**config.mk**
```make
export PLATFORM = sky130hd
export DESIGN_NAME = ircdm_top
export DESIGN_NICKNAME = d
export VERILOG_FILES = /design/src/ircdm_pkg.sv /design/src/ircdm_top.sv
export SDC_FILE = /design/constraint.sdc
export NUM_CORES = 1
export LEC_CHECK = 0
export BUFFER_PORTS_ARGS = -buffer_cell sky130_fd_sc_hd__buf_2
export CORE_UTILIZATION = 40
export CTS_CLUSTER_DIAMETER = 50
export DETAILED_ROUTE_END_ITERATION = 10
export GPL_ROUTABILITY_DRIVEN = 0
export PLACE_DENSITY = 0.57
export SYNTH_ARGS = -nofsm -noshare
export SYNTH_HDL_FRONTEND = slang
export SYNTH_SLANG_ARGS = --single-unit
```
**constraint.sdc**
```tcl
create_clock -name clock -period 3.2 [get_ports clock]
set_input_delay 0.16 -clock clock [delete_from_list [all_inputs] [get_ports clock]]
set_output_delay 0.16 -clock clock [all_outputs]
set_load 0.1 [all_outputs]
```
**src/ircdm_pkg.sv**
```systemverilog
// ircdm_pkg: register map, field positions and clock source codes of the
// infrared carrier/data modulator.
// assumes a 16-bit register port with word indices as addresses.
package ircdm_pkg;
    localparam int          ADDR_W          = 4;
    localparam int          DATA_W          = 16;
    localparam logic [3:0]  ADDR_CLK_SEL    = 4'h0;
    localparam logic [3:0]  ADDR_CNT_CTL    = 4'h1;
    localparam logic [3:0]  ADDR_CNT_VAL    = 4'h2;
    localparam logic [3:0]  ADDR_ACT_LEN    = 4'h3;
    localparam logic [3:0]  ADDR_CYC_LEN    = 4'h4;
    localparam logic [3:0]  ADDR_STAT_FLAG  = 4'h5;
    localparam logic [3:0]  ADDR_INT_EN     = 4'h6;
    localparam logic [3:0]  ADDR_CARR_WAVE  = 4'h7;
    localparam logic [3:0]  ADDR_CARR_CTL   = 4'h8;
    // clock_select fields
    localparam int          CS_DEBUG_BIT    = 8;
    localparam int          CS_DIV_LSB      = 4;
    localparam int          CS_SRC_LSB      = 0;
    // counter_control fields
    localparam int          CC_PRESET_BIT   = 9;
    localparam int          CC_RUN_BIT      = 8;
    localparam int          CC_INV_BIT      = 4;
    localparam int          CC_BUF_BIT      = 3;
    localparam int          CC_ONESHOT_BIT  = 2;
    localparam int          CC_SRST_BIT     = 1;
    localparam int          CC_MODULE_ENABLE_BIT    = 0;
    // status_and_flags fields, then carrier wave fields
    localparam int          SF_RUNNING_BIT  = 10;
    localparam int          SF_CYC_BSY_BIT  = 9;
    localparam int          SF_ACT_BSY_BIT  = 8;
    localparam int          SF_CYC_FLAG_BIT = 1;
    localparam int          SF_ACT_FLAG_BIT = 0;
    localparam int          CW_HIGH_LSB     = 8;
    localparam int          CW_PER_LSB      = 0;
    // clock sources
    localparam logic [1:0]  SRC_INT_OSC     = 2'h0;
    localparam logic [1:0]  SRC_LOW_OSC     = 2'h1;
    localparam logic [1:0]  SRC_HIGH_OSC    = 2'h2;
    localparam logic [1:0]  SRC_EXT_CLK     = 2'h3;
    localparam logic [3:0]  DIV_LOW_MAXOK   = 4'h8;
    localparam logic [3:0]  DIV_LOW_BYPASS  = 4'hF;
    localparam logic [15:0] ZERO16          = 16'h0000;
    localparam logic [7:0]  ZERO8           = 8'h00;
    localparam logic [14:0] PRE_ZERO        = 15'h0000;
    localparam logic [14:0] PRE_ONE         = 15'h0001;
endpackage

```
**src/ircdm_top.sv**
```systemverilog
// ircdm_top: infrared carrier/data modulator with its register port.
// assumes source oscillator ticks arrive as one-cycle enables synchronous
// to clock; registers are 16 bits at word indices.
`timescale 1ns/10ps

module ircdm_top
    import ircdm_pkg::*;
(
    input  wire logic              clock,
    input  wire logic              nrst,
    input  wire logic [ADDR_W-1:0] addr,
    input  wire logic [DATA_W-1:0] wdata,
    input  wire logic              wr_en,
    input  wire logic              rd_en,
    output logic      [DATA_W-1:0] rdata,
    input  wire logic              internal_oscillator,
    input  wire logic              low_speed_oscillator,
    input  wire logic              high_speed_oscillator,
    input  wire logic              external_clock_input,
    input  wire logic              debug_mode,
    output logic                   remote_output_pin,
    output logic                   irq
);

    typedef struct packed {
        logic [DATA_W-1:0] rdata;
        logic              debug_clock_keep;
        logic [3:0]        clock_divide_sel;
        logic [1:0]        clock_source_sel;
        logic              counter_reset;
        logic              counter_run;
        logic              output_invert;
        logic              compare_buffer_enable;
        logic              oneshot_select;
        logic              soft_reset;
        logic              module_enable;
        logic [14:0]       prescale;
        logic [15:0]       data_counter;
        logic [7:0]        carrier_counter;
        logic [15:0]       active_length;
        logic [15:0]       cycle_length;
        logic [15:0]       active_buf;
        logic [15:0]       cycle_buf;
        logic              active_len_busy;
        logic              cycle_len_busy;
        logic              cycle_match_flag;
        logic              active_match_flag;
        logic              cycle_match_enable;
        logic              active_match_enable;
        logic [7:0]        carrier_high_period;
        logic [7:0]        carrier_period;
        logic              carrier_enable;
        logic              data_level;
        logic              carrier_level;
        logic              pin;
    } ircdm_state_t;

    ircdm_state_t s_reg;
    ircdm_state_t s_next;

    // -----------------------------------------------------------------
    // operating clock enable
    // -----------------------------------------------------------------
    logic        src_tick;
    logic        div_ok;
    logic [14:0] div_mask;
    logic        op_tick;
    logic        wr_clk;
    logic        wr_ctl;
    logic        wr_act;
    logic        wr_cyc;
    logic        wr_flag;
    logic [15:0] cmp_act;
    logic [15:0] cmp_cyc;
    logic        act_hit;
    logic        cyc_hit;
    logic        counting;

    always_comb begin
        unique case (s_reg.clock_source_sel)
            SRC_INT_OSC:  src_tick = internal_oscillator;
            SRC_LOW_OSC:  src_tick = low_speed_oscillator;
            SRC_HIGH_OSC: src_tick = high_speed_oscillator;
            SRC_EXT_CLK:  src_tick = external_clock_input;
        endcase
    end

    // low osc 0xF is bypass, 0x9-0xE give no clock; external is never divided
    always_comb begin
        div_mask = PRE_ZERO;
        div_ok   = 1'b1;
        if (s_reg.clock_source_sel == SRC_LOW_OSC) begin
            if (s_reg.clock_divide_sel == DIV_LOW_BYPASS) begin
                div_mask = PRE_ZERO;
            end else if (s_reg.clock_divide_sel > DIV_LOW_MAXOK) begin
                div_ok = 1'b0;
            end else begin
                div_mask = (PRE_ONE << s_reg.clock_divide_sel) - PRE_ONE;
            end
        end else if (s_reg.clock_source_sel != SRC_EXT_CLK) begin
            div_mask = (PRE_ONE << s_reg.clock_divide_sel) - PRE_ONE;
        end
    end

    // one tick every 2^n source ticks: prescaler low bits all ones
    assign op_tick = s_reg.module_enable && src_tick && div_ok
                     && ((s_reg.prescale & div_mask) == div_mask)
                     && (!debug_mode || s_reg.debug_clock_keep);

    // -----------------------------------------------------------------
    // compare path
    // -----------------------------------------------------------------
    assign cmp_act  = s_reg.compare_buffer_enable ? s_reg.active_buf
                                                  : s_reg.active_length;
    assign cmp_cyc  = s_reg.compare_buffer_enable ? s_reg.cycle_buf
                                                  : s_reg.cycle_length;
    assign counting = s_reg.counter_run && !s_reg.soft_reset;
    assign act_hit  = op_tick && counting
                      && s_reg.data_counter == cmp_act;
    assign cyc_hit  = op_tick && counting
                      && s_reg.data_counter == cmp_cyc;

    assign wr_clk  = wr_en && addr == ADDR_CLK_SEL;
    assign wr_ctl  = wr_en && addr == ADDR_CNT_CTL;
    assign wr_act  = wr_en && addr == ADDR_ACT_LEN && s_reg.module_enable
                     && !(s_reg.compare_buffer_enable
                          && s_reg.active_len_busy);
    assign wr_cyc  = wr_en && addr == ADDR_CYC_LEN && s_reg.module_enable
                     && !(s_reg.compare_buffer_enable
                          && s_reg.cycle_len_busy);
    assign wr_flag = wr_en && addr == ADDR_STAT_FLAG;

    // -----------------------------------------------------------------
    // next state
    // -----------------------------------------------------------------
    always_comb begin
        s_next = s_reg;
        if (src_tick && s_reg.module_enable) begin
            s_next.prescale = s_reg.prescale + PRE_ONE;
        end
        // soft reset and counter reset each take one cycle to complete
        s_next.soft_reset    = 1'b0;
        s_next.counter_reset = 1'b0;

        if (wr_clk && !s_reg.module_enable) begin
            s_next.debug_clock_keep = wdata[CS_DEBUG_BIT];
            s_next.clock_divide_sel = wdata[CS_DIV_LSB +: 4];
            s_next.clock_source_sel = wdata[CS_SRC_LSB +: 2];
        end

        // counting and compares
        if (op_tick && counting) begin
            s_next.carrier_counter = s_reg.carrier_counter + 8'h01;
            if (s_reg.carrier_counter == s_reg.carrier_high_period) begin
                s_next.carrier_level = 1'b0;
            end
            if (s_reg.carrier_counter == s_reg.carrier_period) begin
                s_next.carrier_counter = ZERO8;
                s_next.carrier_level   = 1'b1;
            end
            s_next.data_counter = s_reg.data_counter + 16'h0001;
            if (act_hit) begin
                s_next.data_level        = 1'b0;
                s_next.active_match_flag = 1'b1;
            end
            if (cyc_hit) begin
                s_next.data_counter     = ZERO16;
                s_next.data_level       = 1'b1;
                s_next.cycle_match_flag = 1'b1;
                if (s_reg.compare_buffer_enable) begin
                    s_next.active_buf      = s_reg.active_length;
                    s_next.cycle_buf       = s_reg.cycle_length;
                    s_next.active_len_busy = 1'b0;
                    s_next.cycle_len_busy  = 1'b0;
                end
                if (s_reg.oneshot_select) begin
                    s_next.counter_run = 1'b0;
                    s_next.data_level  = 1'b0;
                end
            end
        end

        // flag clears: a same-cycle compare event wins over the clear
        if (wr_flag) begin
            if (wdata[SF_ACT_FLAG_BIT] && !act_hit) begin
                s_next.active_match_flag = 1'b0;
            end
            if (wdata[SF_CYC_FLAG_BIT] && !cyc_hit) begin
                s_next.cycle_match_flag = 1'b0;
            end
        end

        if (wr_act) begin
            s_next.active_length = wdata;
            if (s_reg.compare_buffer_enable) begin
                s_next.active_len_busy = 1'b1;
            end
        end
        if (wr_cyc) begin
            s_next.cycle_length = wdata;
            if (s_reg.compare_buffer_enable) begin
                s_next.cycle_len_busy = 1'b1;
            end
        end

        if (wr_ctl) begin
            s_next.output_invert         = wdata[CC_INV_BIT];
            s_next.compare_buffer_enable = wdata[CC_BUF_BIT];
            s_next.oneshot_select        = wdata[CC_ONESHOT_BIT];
            s_next.module_enable         = wdata[CC_MODULE_ENABLE_BIT];
            if (s_reg.module_enable) begin
                s_next.counter_run = wdata[CC_RUN_BIT];
                if (wdata[CC_PRESET_BIT]) begin
                    s_next.counter_reset   = 1'b1;
                    s_next.data_counter    = ZERO16;
                    s_next.carrier_counter = ZERO8;
                    s_next.data_level      = 1'b1;
                    s_next.carrier_level   = 1'b1;
                end
            end
            if (wdata[CC_SRST_BIT]) begin
                s_next.soft_reset        = 1'b1;
                s_next.counter_reset     = 1'b0;
                s_next.counter_run       = 1'b0;
                s_next.data_counter      = ZERO16;
                s_next.carrier_counter   = ZERO8;
                s_next.data_level        = 1'b1;
                s_next.carrier_level     = 1'b1;
                s_next.active_match_flag = 1'b0;
                s_next.cycle_match_flag  = 1'b0;
            end
        end

        if (wr_en && addr == ADDR_INT_EN) begin
            s_next.cycle_match_enable  = wdata[SF_CYC_FLAG_BIT];
            s_next.active_match_enable = wdata[SF_ACT_FLAG_BIT];
        end
        if (wr_en && addr == ADDR_CARR_WAVE) begin
            s_next.carrier_high_period = wdata[CW_HIGH_LSB +: 8];
            s_next.carrier_period      = wdata[CW_PER_LSB +: 8];
        end
        if (wr_en && addr == ADDR_CARR_CTL) begin
            s_next.carrier_enable = wdata[0];
        end

        // output: data, ANDed with carrier when carrier_enable, held low unless counting, then optional inversion
        s_next.pin = (s_reg.carrier_enable
                      ? (s_reg.carrier_level && s_reg.data_level)
                      : s_reg.data_level) && counting;
        s_next.pin = s_next.pin ^ s_reg.output_invert;

        // register read, data stands the cycle after the strobe
        s_next.rdata = ZERO16;
        if (rd_en) begin
            unique case (addr)
                ADDR_CLK_SEL: begin
                    s_next.rdata[CS_DEBUG_BIT]    = s_reg.debug_clock_keep;
                    s_next.rdata[CS_DIV_LSB +: 4] = s_reg.clock_divide_sel;
                    s_next.rdata[CS_SRC_LSB +: 2] = s_reg.clock_source_sel;
                end
                ADDR_CNT_CTL: begin
                    s_next.rdata[CC_PRESET_BIT]  = s_reg.counter_reset;
                    s_next.rdata[CC_RUN_BIT]     = s_reg.counter_run;
                    s_next.rdata[CC_INV_BIT]     = s_reg.output_invert;
                    s_next.rdata[CC_BUF_BIT]     = s_reg.compare_buffer_enable;
                    s_next.rdata[CC_ONESHOT_BIT] = s_reg.oneshot_select;
                    s_next.rdata[CC_SRST_BIT]    = s_reg.soft_reset;
                    s_next.rdata[CC_MODULE_ENABLE_BIT]   = s_reg.module_enable;
                end
                ADDR_CNT_VAL: s_next.rdata = s_reg.data_counter;
                ADDR_ACT_LEN: s_next.rdata = s_reg.active_length;
                ADDR_CYC_LEN: s_next.rdata = s_reg.cycle_length;
                ADDR_STAT_FLAG: begin
                    s_next.rdata[SF_RUNNING_BIT]  = counting;
                    s_next.rdata[SF_CYC_BSY_BIT]  = s_reg.cycle_len_busy;
                    s_next.rdata[SF_ACT_BSY_BIT]  = s_reg.active_len_busy;
                    s_next.rdata[SF_CYC_FLAG_BIT] = s_reg.cycle_match_flag;
                    s_next.rdata[SF_ACT_FLAG_BIT] = s_reg.active_match_flag;
                end
                ADDR_INT_EN: begin
                    s_next.rdata[SF_CYC_FLAG_BIT] = s_reg.cycle_match_enable;
                    s_next.rdata[SF_ACT_FLAG_BIT] = s_reg.active_match_enable;
                end
                ADDR_CARR_WAVE: begin
                    s_next.rdata[CW_HIGH_LSB +: 8] = s_reg.carrier_high_period;
                    s_next.rdata[CW_PER_LSB +: 8]  = s_reg.carrier_period;
                end
                ADDR_CARR_CTL: s_next.rdata[0] = s_reg.carrier_enable;
                default:       s_next.rdata = ZERO16;
            endcase
        end
    end

    always_ff @(posedge clock or negedge nrst) begin
        if (!nrst) begin
            s_reg               <= '0;
            s_reg.data_level    <= 1'b1;
            s_reg.carrier_level <= 1'b1;
        end else begin
            s_reg <= s_next;
        end
    end

    assign rdata             = s_reg.rdata;
    assign remote_output_pin = s_reg.pin;
    assign irq = (s_reg.cycle_match_flag && s_reg.cycle_match_enable)
              || (s_reg.active_match_flag && s_reg.active_match_enable);
endmodule

```
==> impl_results.md, run 1 <==
* Status: finished, final reports clean
* Largest net degree at the start of global routing at 78
* DR WL/cell at 21.15 um
* Yosys cell types at 63
* CTS tree: built
* Crit Path Class: reg2reg
* Setup_tns at 0 ps
* CTS Buf Count at 17
* Post-Syn Instances at 812
* Vias per cell at 5.756
* Sw Share at 33.62%
* Core Region at 0.02036 sq mm
* Most frequent cells in the layout: 155 x dfrtp_1, 128 x nand2_1, 53 x xnor2_1
* Psw at 2053 uW
* Fmax at 327.4 MHz
* Hold Startpoint: wdata[0]
* Total gr overflow at 0
* Slowest CP cell: or4_4
* Power Dens Cells at 632.7 mW/mm^2
* Largest register FFs at 140
* Core Util, Final at 47.38%
* Number of port buffers at 46
* Antenna violations before repair at 0
* CTS Sinks at 159
* Post-Syn Nets at 845
* Synthesis Warnings at 0
* FP Rows at 52
* Die area at 0.02151 sq mm
* Mean Syn Cell Area at 10.31 sq um
* Final worst path period need at 3054 ps
* Register area share after synthesis at 47.56%
* Logic gate share of total power at 25.2%
* Sequential Power Share at 42.6%
* Worst-Skew Late Latency at 430 ps
* Crit-path cells: buf_4, nand3b_1, ha_4, nor3_1, a21oi_1, o31ai_1, or4_4, o41a_1, buf_12, or4_1, a21oi_1
* DRT iter0 DRCs at 556
* Worst slew pin tran at 822.8 ps
* Antenna Nets Post-Route at 0
* Crit path largest cell delay at 560 ps
* DRC Markers at 0
* Critical Path Fanout Max at 25
* Vias in the first global route at 6301
* Slew headroom at 44.81%
* Delay-heaviest family, CP: simple AND/OR/NAND/NOR gates
* Post-DP HPWL at 16.31 mm
* Area Growth Syn to Fin at 15.28%
* Post-synth ARST share at 100.0%
* Static leakage at 0.004357 uW
* Post-synth design cell area at 0.008371 sq mm
* Commonest non-fill, non-tap cell in the layout: dfrtp_1
* Pre-antenna DRT Iters at 6
* Reg2reg path depth at 11
* Reg-to-reg startpoint: s_reg[138]
* Finish-stage setup viols at 0
* Most used cell, CP: a21oi_1
* H-tree Lvls at 4
* Yosys reg bits at 159
* Pint at 4053 uW
* DIE HEIGHT at 146.7 um
* CTS Buffer Depth at 2
* Post-synth EDFFs at 0
* R2r setup slk at 150 ps
* Crit path DAT at 3410 ps
* Post-route clock period utilization at 95.45%
* CP Buf/Inv Count at 2
* Global-route wire length before repair at 37.46 mm
* Total wire length at 24.09 mm
* Startpoint types: register
* Critical Path Sink Type: register
* Ports at 47
* Layout cell share with drive strength beyond 1 at 19.33%
* GR Util All Layers at 23.17%
* Initial Utilization at 41.10%
* Crit path from: s_reg[138]
* Crit path depth at 11
* Final Max Slew Viols at 0
* Req. time, crit path at 3560 ps
* Clock power frac at 32.2%
* Chip width at 146.7 um
* Final Net Count at 889
* Root buf cell: clkbuf_16
* Final Hold Vio Count at 0
* VDD IR-drop max at 406.6 uV
* CP endpoint: s_reg[111]
* ANT cells at 0
* Worst-case clock skew at 11.45 ps
* Via count at 6556
* Class of the worst hold path: in2reg
* Reg clk slew, reported paths at 60 ps
* RSZ-0062 raised after global routing: false
* Ys flop type: dfrtp_1
* Max-cap violations at 0
* Worst flop-to-flop path endpoint: s_reg[111]
layer usage:
metal / share of wire [%] / GRT usage, % / routed length, um / vias to the layer above
met1: 46 / 33.25 / 11170 / 3287
met2: 46 / 35.57 / 11100 / 231
met3: 5.5 / 3.875 / 1320 / 38
met5: 0 / 0 / 0 / -
li1: - / - / - / 3000
met4: 2.1 / 7.292 / 498 / 0
Yosys cell counts, drive strengths merged (3+ instances only):
library cell | number | share of area (%)
and2 | 6 | 0.45
o21ai | 16 | 1.0
buf | 34 | 2.8
o31ai | 18 | 1.7
a21oi | 37 | 2.2
ha | 4 | 0.60
nor3 | 14 | 0.84
nand2b | 9 | 0.67
dfrtp | 157 | 47
a31oi | 9 | 0.67
nand3 | 21 | 1.3
clkbuf | 36 | 1.6
xor2 | 12 | 1.3
nor3b | 3 | 0.27
inv | 9 | 0.40
a22o | 4 | 0.42
a222oi | 3 | 0.36
and3 | 10 | 0.75
nand2 | 128 | 5.7
mux2i | 32 | 3.8
mux2 | 64 | 8.6
nor2 | 15 | 0.79
nand4 | 14 | 1.2
xnor2 | 53 | 5.5
nor4 | 11 | 0.82
nand3b | 4 | 0.36
or4 | 17 | 1.6
a22oi | 34 | 3.0
o41ai | 4 | 0.64
or3 | 6 | 0.45
power by group through the flow:
stage	sequential [uW]	combinational, uW	clock [uW]
after floorplan	2550	1030	0
after global placement	2620	1450	0
after detailed placement	2630	1460	0
after CTS	2590	1480	1990
after global routing	2640	1660	2070
final	2600	1540	1960
how the worst min path moves through the flow:
stage                            endpoint  slack, ps  cells past startpoint
2_1_floorplan  asynchronous set/reset pin       -140                      0
3_3_place_gp                     rdata[0]        270                      1
3_5_place_dp                    s_reg[58]        260                      1
4_1_cts                         s_reg[82]         30                      3
5_1_grt                         s_reg[58]         50                      3
6_report                        s_reg[74]         40                      3
cell type report:
class                   instances  area, sq um
clock buffers                  22        474.2
inverters                      11        41.29
fillers                      1895        10720
repair buffers                 95        704.4
multi-input cells             572         4023
flip-flops and latches        159         3984
clock inverters                10        85.08
well taps                     270        337.8
timing repair:
action	in CTS	in global routing
gates resized for setup	0	5
hold buffers	13	0
setup endpoints to repair	0	25
hold endpoints to repair	101	0
buffers inserted	0	1
stage by stage:
step	power, uW	setup slack, ps	hold WS [ps]	cell area (sq um)	cells
2_1_floorplan	3585	35.47	-135.6	8371	812
3_3_place_gp	4068	141.5	269.5	8905	1092
3_5_place_dp	4088	87.90	263.8	8905	1092
4_1_cts	6062	81.72	30.61	9594	1137
5_1_grt	6371	19.79	51.13	9649	1139
6_report	6105	145.7	41.41	9649	1139
logic make-up (layout without fill, tap and decap cells):
| kind of cell | count (synthesis) | after routing | synth area share, % |
|---|---|---|---|
| AO/OA/AOI/OAI | 141 | 141 | 11.63 |
| XOR/XNOR | 65 | 65 | 6.801 |
| adder cells (fa/ha/maj) | 4 | 4 | 0.5979 |
| buffers and inverters | 81 | 138 | 4.888 |
| flip-flops | 159 | 159 | 47.56 |
| multiplexers | 97 | 97 | 12.71 |
| AND/OR/NAND/NOR | 265 | 265 | 15.81 |
worst min-delay path, delay by kind of cell:
kind          cells  cell delay (ps)
buf+inv           1              160
simple gates      2              110
Power figures use the tool's default switching activity.
==> run 2, diff against run 1 <==
--- a/config.mk
+++ b/config.mk
@@ -7,10 +7,12 @@
 export LEC_CHECK = 0
 export BUFFER_PORTS_ARGS = -buffer_cell sky130_fd_sc_hd__buf_2
 export CORE_UTILIZATION = 40
+export CTS_BUF_LIST = sky130_fd_sc_hd__clkbuf_16
 export CTS_CLUSTER_DIAMETER = 50
 export DETAILED_ROUTE_END_ITERATION = 10
 export GPL_ROUTABILITY_DRIVEN = 0
 export PLACE_DENSITY = 0.57
+export SKIP_LAST_GASP = 1
 export SYNTH_ARGS = -nofsm -noshare
 export SYNTH_HDL_FRONTEND = slang
 export SYNTH_SLANG_ARGS = --single-unit
==> run 2 against run 1 <==
Effect of this change:
- flip-flop and latch count did not move
- register-to-register slack is essentially flat
- die area did not move
- global-route usage about the same
==> impl_results.md, run 2 (synthesis gave the netlist of run 1 again) <==
* CTS Buf Count at 17 (unchanged)
* Area Growth Syn to Fin at 14.92% (was 15.28%)
* Vias per cell at 5.782 (was 5.756)
* Max-cap violations at 0 (unchanged)
* Antenna violations before repair at 0 (unchanged)
* Total gr overflow at 0 (unchanged)
* Initial Utilization at 41.10% (unchanged)
* Commonest non-fill, non-tap cell in the layout: dfrtp_1 (unchanged)
* Post-DP HPWL at 16.31 mm (unchanged)
* Final Hold Vio Count at 0 (unchanged)
* Die area at 0.02151 sq mm (unchanged)
* Number of port buffers at 46 (unchanged)
* Chip width at 146.7 um (unchanged)
* Setup_tns at 0 ps (unchanged)
* Delay-heaviest family, CP: simple AND/OR/NAND/NOR gates (unchanged)
* VDD IR-drop max at 405.8 uV (was 406.6 uV)
* Final Net Count at 889 (unchanged)
* Layout cell share with drive strength beyond 1 at 18.99% (was 19.33%)
* Startpoint types: register (unchanged)
* FP Rows at 52 (unchanged)
* DRT iter0 DRCs at 553 (was 556)
* CTS Sinks at 159 (unchanged)
* Antenna Nets Post-Route at 0 (unchanged)
* Finish-stage setup viols at 0 (unchanged)
* GR Util All Layers at 23.15% (was 23.17%)
* H-tree Lvls at 4 (unchanged)
* Final Max Slew Viols at 0 (unchanged)
* Largest net degree at the start of global routing at 78 (unchanged)
* Min Hold Slack at 39.87 ps (was 41.41 ps)
* CTS tree: built (unchanged)
* Crit path DAT at 3420 ps (was 3410 ps)
* Overall power at 6029 uW (was 6105 uW)
* Worst-Skew Late Latency at 430 ps (about the same)
* Class of the worst hold path: in2reg (unchanged)
* RSZ-0062 raised after global routing: false (unchanged)
* Core Util, Final at 47.24% (was 47.38%)
* Ports at 47 (unchanged)
* Post-route clock period utilization at 95.66% (was 95.45%)
* Largest register FFs at 140 (unchanged)
* Worst slew pin tran at 841.3 ps (was 822.8 ps)
* Worst-case clock skew at 10.67 ps (was 11.45 ps)
* Core Region at 0.02036 sq mm (unchanged)
* Pre-antenna DRT Iters at 5 (was 6)
* Root buf cell: clkbuf_16 (unchanged)
* CTS Buffer Depth at 2 (unchanged)
* ANT cells at 0 (unchanged)
* Final worst path period need at 3061 ps (was 3054 ps)
* Fmax at 326.7 MHz (was 327.4 MHz)
* Crit path largest cell delay at 560 ps (about the same)
* Vias in the first global route at 6297 (was 6301)
* Via count at 6586 (was 6556)
* Reg clk slew, reported paths at 70 ps (was 60 ps)
* Crit Path Class: reg2reg (unchanged)
* Slowest CP cell: or4_4 (unchanged)
* CP Buf/Inv Count at 3 (was 2)
* Power Dens Cells at 626.8 mW/mm^2 (was 632.7 mW/mm^2)
* DR WL/cell at 21.19 um (was 21.15 um)
* DRC Markers at 0 (unchanged)
* Global-route wire length before repair at 37.42 mm (was 37.46 mm)
* Critical Path Sink Type: register (unchanged)
* Req. time, crit path at 3550 ps (was 3560 ps)
* Total wire length at 24.14 mm (was 24.09 mm)
* Critical Path Fanout Max at 25 (unchanged)
* Crit-path cells: buf_4, nand3b_1, ha_4, nor3_1, a21oi_1, o31ai_1, or4_4, o41a_1, buf_4, clkbuf_16, or3_1, a21oi_1 (was buf_4, nand3b_1, ha_4, nor3_1, a21oi_1, o31ai_1, or4_4, o41a_1, buf_12, or4_1, a21oi_1)
* Slew headroom at 43.56% (was 44.81%)
* Static leakage at 0.004348 uW (was 0.004357 uW)
* Most frequent cells in the layout: 155 x dfrtp_1, 128 x nand2_1, 53 x xnor2_1 (unchanged)
* Status: finished, final reports clean (unchanged)
* DIE HEIGHT at 146.7 um (unchanged)
-- run 2: cell count changes in the layout (fill, tap and decap cells not counted), sizes merged --
| cell | change |
|---|---|
| clkbuf | -5 |
| clkinv | +3 |
| inv | +2 |
-- run 2: report_power, final --
| group | leakage (uW) | internal [uW] | total (uW) | switching, uW |
|---|---|---|---|---|
| Combinational | 0.00196 | 641 | 1540 | 901 |
| Sequential | 0.00212 | 2280 | 2600 | 318 |
| Clock | 0.000271 | 1050 | 1890 | 837 |
-- run 2: cell type report --
type / count / area, sq um
well taps: 270 / 337.8
flip-flops and latches: 159 / 3984
multi-input cells: 572 / 4023
fillers: 1897 / 10750
inverters: 11 / 41.29
repair buffers: 95 / 704.4
clock buffers: 17 / 425.4
clock inverters: 15 / 103.9
-- run 2: timing repair --
item                                    in CTS  in global routing
endpoints found under the hold margin       98                  0
gates resized for setup                      0                  5
buffers inserted                             0                  1
endpoints found under the setup margin       0                 25
hold buffers                                13                  0
-- run 2: layer usage --
metal / global-route usage [%] / wire length [um] / up-vias
li1: - / - / 2999
met1: 33.27 / 11260 / 3340
met2: 35.40 / 11180 / 209
met3: 4.156 / 1245 / 38
met4: 6.979 / 448 / 0
met5: 0 / 0 / -
-- run 2: worst paths after layout --
check / startpoint / to / slack [ps] / cells past startpoint
worst max-delay path: s_reg[138] / s_reg[90] / 140 / 12
worst min register to register: s_reg[33] / s_reg[33] / 490 / 1
max in group asynchronous: nrst / s_reg[71] / 1930 / 3
min in group asynchronous: nrst / s_reg[75] / 350 / 2
worst min-delay path: wdata[0] / s_reg[74] / 40 / 3
worst max register to register: s_reg[138] / s_reg[90] / 140 / 12
-- run 2: worst register-to-register path: stages (launching register included) --
cell and delay (ps):
dfrtp_2 440, buf_4 160, nand3b_1 120, ha_4 170, nor3_1 50, a21oi_1 150, o31ai_1 80, or4_4 560
o41a_1 390, buf_4 180, clkbuf_16 190, or3_1 360, a21oi_1 150
-- run 2: per-stage QoR --
stage	std cells	worst slack, ps	cell area, sq um
finish	1139	138.7	9619
global route	1139	19.88	9619
CTS	1137	81.67	9564
detailed placement	1092	87.90	8905
global placement	1092	141.5	8905
floorplan	812	35.47	8371
==> run 3, diff against run 2 <==
--- a/config.mk
+++ b/config.mk
@@ -11,7 +11,7 @@
 export CTS_CLUSTER_DIAMETER = 50
 export DETAILED_ROUTE_END_ITERATION = 10
 export GPL_ROUTABILITY_DRIVEN = 0
-export PLACE_DENSITY = 0.57
+export PLACE_DENSITY = 0.69
 export SKIP_LAST_GASP = 1
 export SYNTH_ARGS = -nofsm -noshare
 export SYNTH_HDL_FRONTEND = slang
==> run 3 against run 2 <==
Effect of this change:
- register-to-register slack got worse by 50 ps
- non-clock buffer count decreased by 4
- core utilization increased by 0.098 points
- combinational power decreased by 4%
- critical path depth decreased by 2
- worst setup slack got worse by 52 ps
- flip-flop and latch count unchanged
- clock-buffer cell count unchanged
- cell area increased by 0.21%
- global-route usage decreased by 0.68 points
- first-iteration DRC count increased by 49%
==> impl_results.md, run 3 (synthesis gave the netlist of run 1 again) <==
* Class of the worst hold path: in2reg (unchanged)
* GR Util All Layers at 22.48% (was 23.15%)
* DRT iter0 DRCs at 823 (was 553)
* Delay-heaviest family, CP: simple AND/OR/NAND/NOR gates (unchanged)
* Pint at 4193 uW (was 3974 uW)
* Ports at 47 (unchanged)
* Area Growth Syn to Fin at 15.16% (was 14.92%)
* Setup_tns at 0 ps (unchanged)
* CTS Buf Count at 17 (unchanged)
* Initial Utilization at 41.10% (unchanged)
* Final Net Count at 885 (was 889)
* Crit path DAT at 3460 ps (was 3420 ps)
* Chip width at 146.7 um (unchanged)
* Sequential Power Share at 41.8% (was 43.2%)
* Crit-path cells: nor2_4, nand3b_1, ha_2, a21oi_1, o31ai_1, or4_4, o41a_1, buf_12, or4_1, a21oi_1 (was buf_4, nand3b_1, ha_4, nor3_1, a21oi_1, o31ai_1, or4_4, o41a_1, buf_4, clkbuf_16, or3_1, a21oi_1)
* Post-route clock period utilization at 97.28% (was 95.66%)
* CP Buf/Inv Count at 1 (was 3)
* DIE HEIGHT at 146.7 um (unchanged)
* Number of port buffers at 46 (unchanged)
* Logic gate share of total power at 23.6% (was 25.6%)
* Final worst path period need at 3113 ps (was 3061 ps)
* Core Region at 0.02036 sq mm (unchanged)
* Largest net degree at the start of global routing at 72 (was 78)
* Largest register FFs at 140 (unchanged)
* Worst slack, placed at 74.11 ps (was 87.90 ps)
* Post-CTS setup buffer count at 0 (unchanged)
* Crit path largest cell delay at 570 ps (was 560 ps)
* Vias per cell at 5.813 (was 5.782)
* Via count at 6598 (was 6586)
* Placed instance count at 1091 (was 1092)
* FP Rows at 52 (unchanged)
* Core Util, Final at 47.33% (was 47.24%)
* Total gr overflow at 0 (unchanged)
* Static leakage at 0.004355 uW (was 0.004348 uW)
* RSZ-0062 raised after global routing: false (unchanged)
* Commonest non-fill, non-tap cell in the layout: dfrtp_1 (unchanged)
* Most frequent cells in the layout: 156 x dfrtp_1, 128 x nand2_1, 53 x xnor2_1 (was 155 x dfrtp_1, 128 x nand2_1, 53 x xnor2_1)
* Slowest CP cell: or4_4 (unchanged)
* Req. time, crit path at 3550 ps (about the same)
* CTS tree: built (unchanged)
* Crit Path Class: reg2reg (unchanged)
* Post-DP HPWL at 15.92 mm (was 16.31 mm)
* Global-route wire length before repair at 36.88 mm (was 37.42 mm)
* Finish-stage setup viols at 0 (unchanged)
* Final Hold Vio Count at 0 (unchanged)
* CTS Buffer Depth at 2 (unchanged)
* Final Max Slew Viols at 0 (unchanged)
* Final non-filler cell total at 1135 (was 1139)
* Filler cell count at 1864 (was 1897)
* CTS Sinks at 159 (unchanged)
* Status: finished, final reports clean (unchanged)
* Sw Share at 32.84% (was 34.09%)
* Layout cell share with drive strength beyond 1 at 18.73% (was 18.99%)
* VDD IR-drop max at 409.8 uV (was 405.8 uV)
* Psw at 2051 uW (was 2055 uW)
* Critical Path Fanout Max at 50 (was 25)
* Pre-antenna DRT Iters at 5 (unchanged)
* Startpoint types: register (unchanged)
* Worst slew pin tran at 1013 ps (was 841.3 ps)
* DRC Markers at 0 (unchanged)
* Antenna Nets Post-Route at 0 (unchanged)
* Total wire length at 23.04 mm (was 24.14 mm)
* Slew headroom at 32.31% (was 43.56%)
* Critical Path Sink Type: register (unchanged)
* Final WS setup at 86.98 ps (was 138.7 ps)
* Worst-Skew Late Latency at 430 ps (about the same)
* Fmax at 321.2 MHz (was 326.7 MHz)
* Clock power frac at 34.6% (was 31.3%)
* Antenna violations before repair at 0 (unchanged)
* Worst-case clock skew at 7.172 ps (was 10.67 ps)
* DR WL/cell at 20.30 um (was 21.19 um)
* Die area at 0.02151 sq mm (unchanged)
* Most used cell, CP: a21oi_1
* Min Hold Slack at 13.27 ps (was 39.87 ps)
* Reg clk slew, reported paths at 60 ps (was 70 ps)
* Vias in the first global route at 6549 (was 6297)
* H-tree Lvls at 4 (unchanged)
* Max-cap violations at 0 (unchanged)
* ANT cells at 0 (unchanged)
* Power Dens Cells at 647.8 mW/mm^2 (was 626.8 mW/mm^2)
* Root buf cell: clkbuf_16 (unchanged)
[run 3: changes by cell type in the layout (fill, tap and decap cells not counted), moves of 2 or more]
cell,delta
clkinv_2,-5
bufinv_16,+3
clkinv_1,-3
buf_4,-2
clkinv_4,+2
[run 3: worst reg2reg max path, stage by stage, from the launching register on]
cell and delay [ps]:
dfrtp_1 400, nor2_4 150, nand3b_1 100, ha_2 230, a21oi_1 160, o31ai_1 90, or4_4 570, o41a_1 430
buf_12 190, or4_1 540, a21oi_1 180
[run 3: final timing paths]
path	start	slack, ps	cells past startpoint	end
setup reg to reg	s_reg[140]	90	10	s_reg[101]
hold / removal	wdata[7]	10	3	s_reg[81]
min in group asynchronous	nrst	250	2	s_reg[127]
setup / recovery	s_reg[140]	90	10	s_reg[101]
hold reg to reg	s_reg[127]	490	1	s_reg[127]
max in group asynchronous	nrst	2070	3	rdata[6]
[run 3: per-layer routing]
| metal | global-route usage [%] | up-vias | routed length (um) |
|---|---|---|---|
| li1 | - | 2984 | - |
| met1 | 30.34 | 3284 | 9824 |
| met2 | 34.05 | 273 | 10600 |
| met3 | 5.313 | 57 | 1731 |
| met4 | 10.47 | 0 | 892 |
| met5 | 0 | - | 0 |
[run 3: metrics by stage]
step,total power [uW],cell area (sq um)
2_1_floorplan,3585,8371
3_3_place_gp,4039,8891
3_5_place_dp,4070,8891
4_1_cts,6235,9632
5_1_grt,6505,9639
6_report,6244,9639
[run 3: what timing repair did]
item                       CTS  global route
resized for setup            0             2
hold buffers                12             0
hold endpoints to repair    76             0
setup endpoints to repair    0            16
[run 3: area by class of cell]
class                      count  area, sq um  share of cell area, %
inverter                      11        41.29                 0.4283
clock inverter                15        195.2                  2.025
tap                          270        337.8                  3.505
sequential                   159         3983                  41.32
timing repair buffer          91        654.4                  6.789
multi-input combinational    572         4003                  41.52
clock buffer                  17        425.4                  4.413
[run 3: power by group through the flow]
stage | Sequential (uW) | Combinational, uW | Clock [uW]
after CTS | 2600 | 1460 | 2180
final | 2610 | 1480 | 2160
after global routing | 2640 | 1600 | 2260
after detailed placement | 2630 | 1440 | 0
after floorplan | 2550 | 1030 | 0
after global placement | 2620 | 1420 | 0
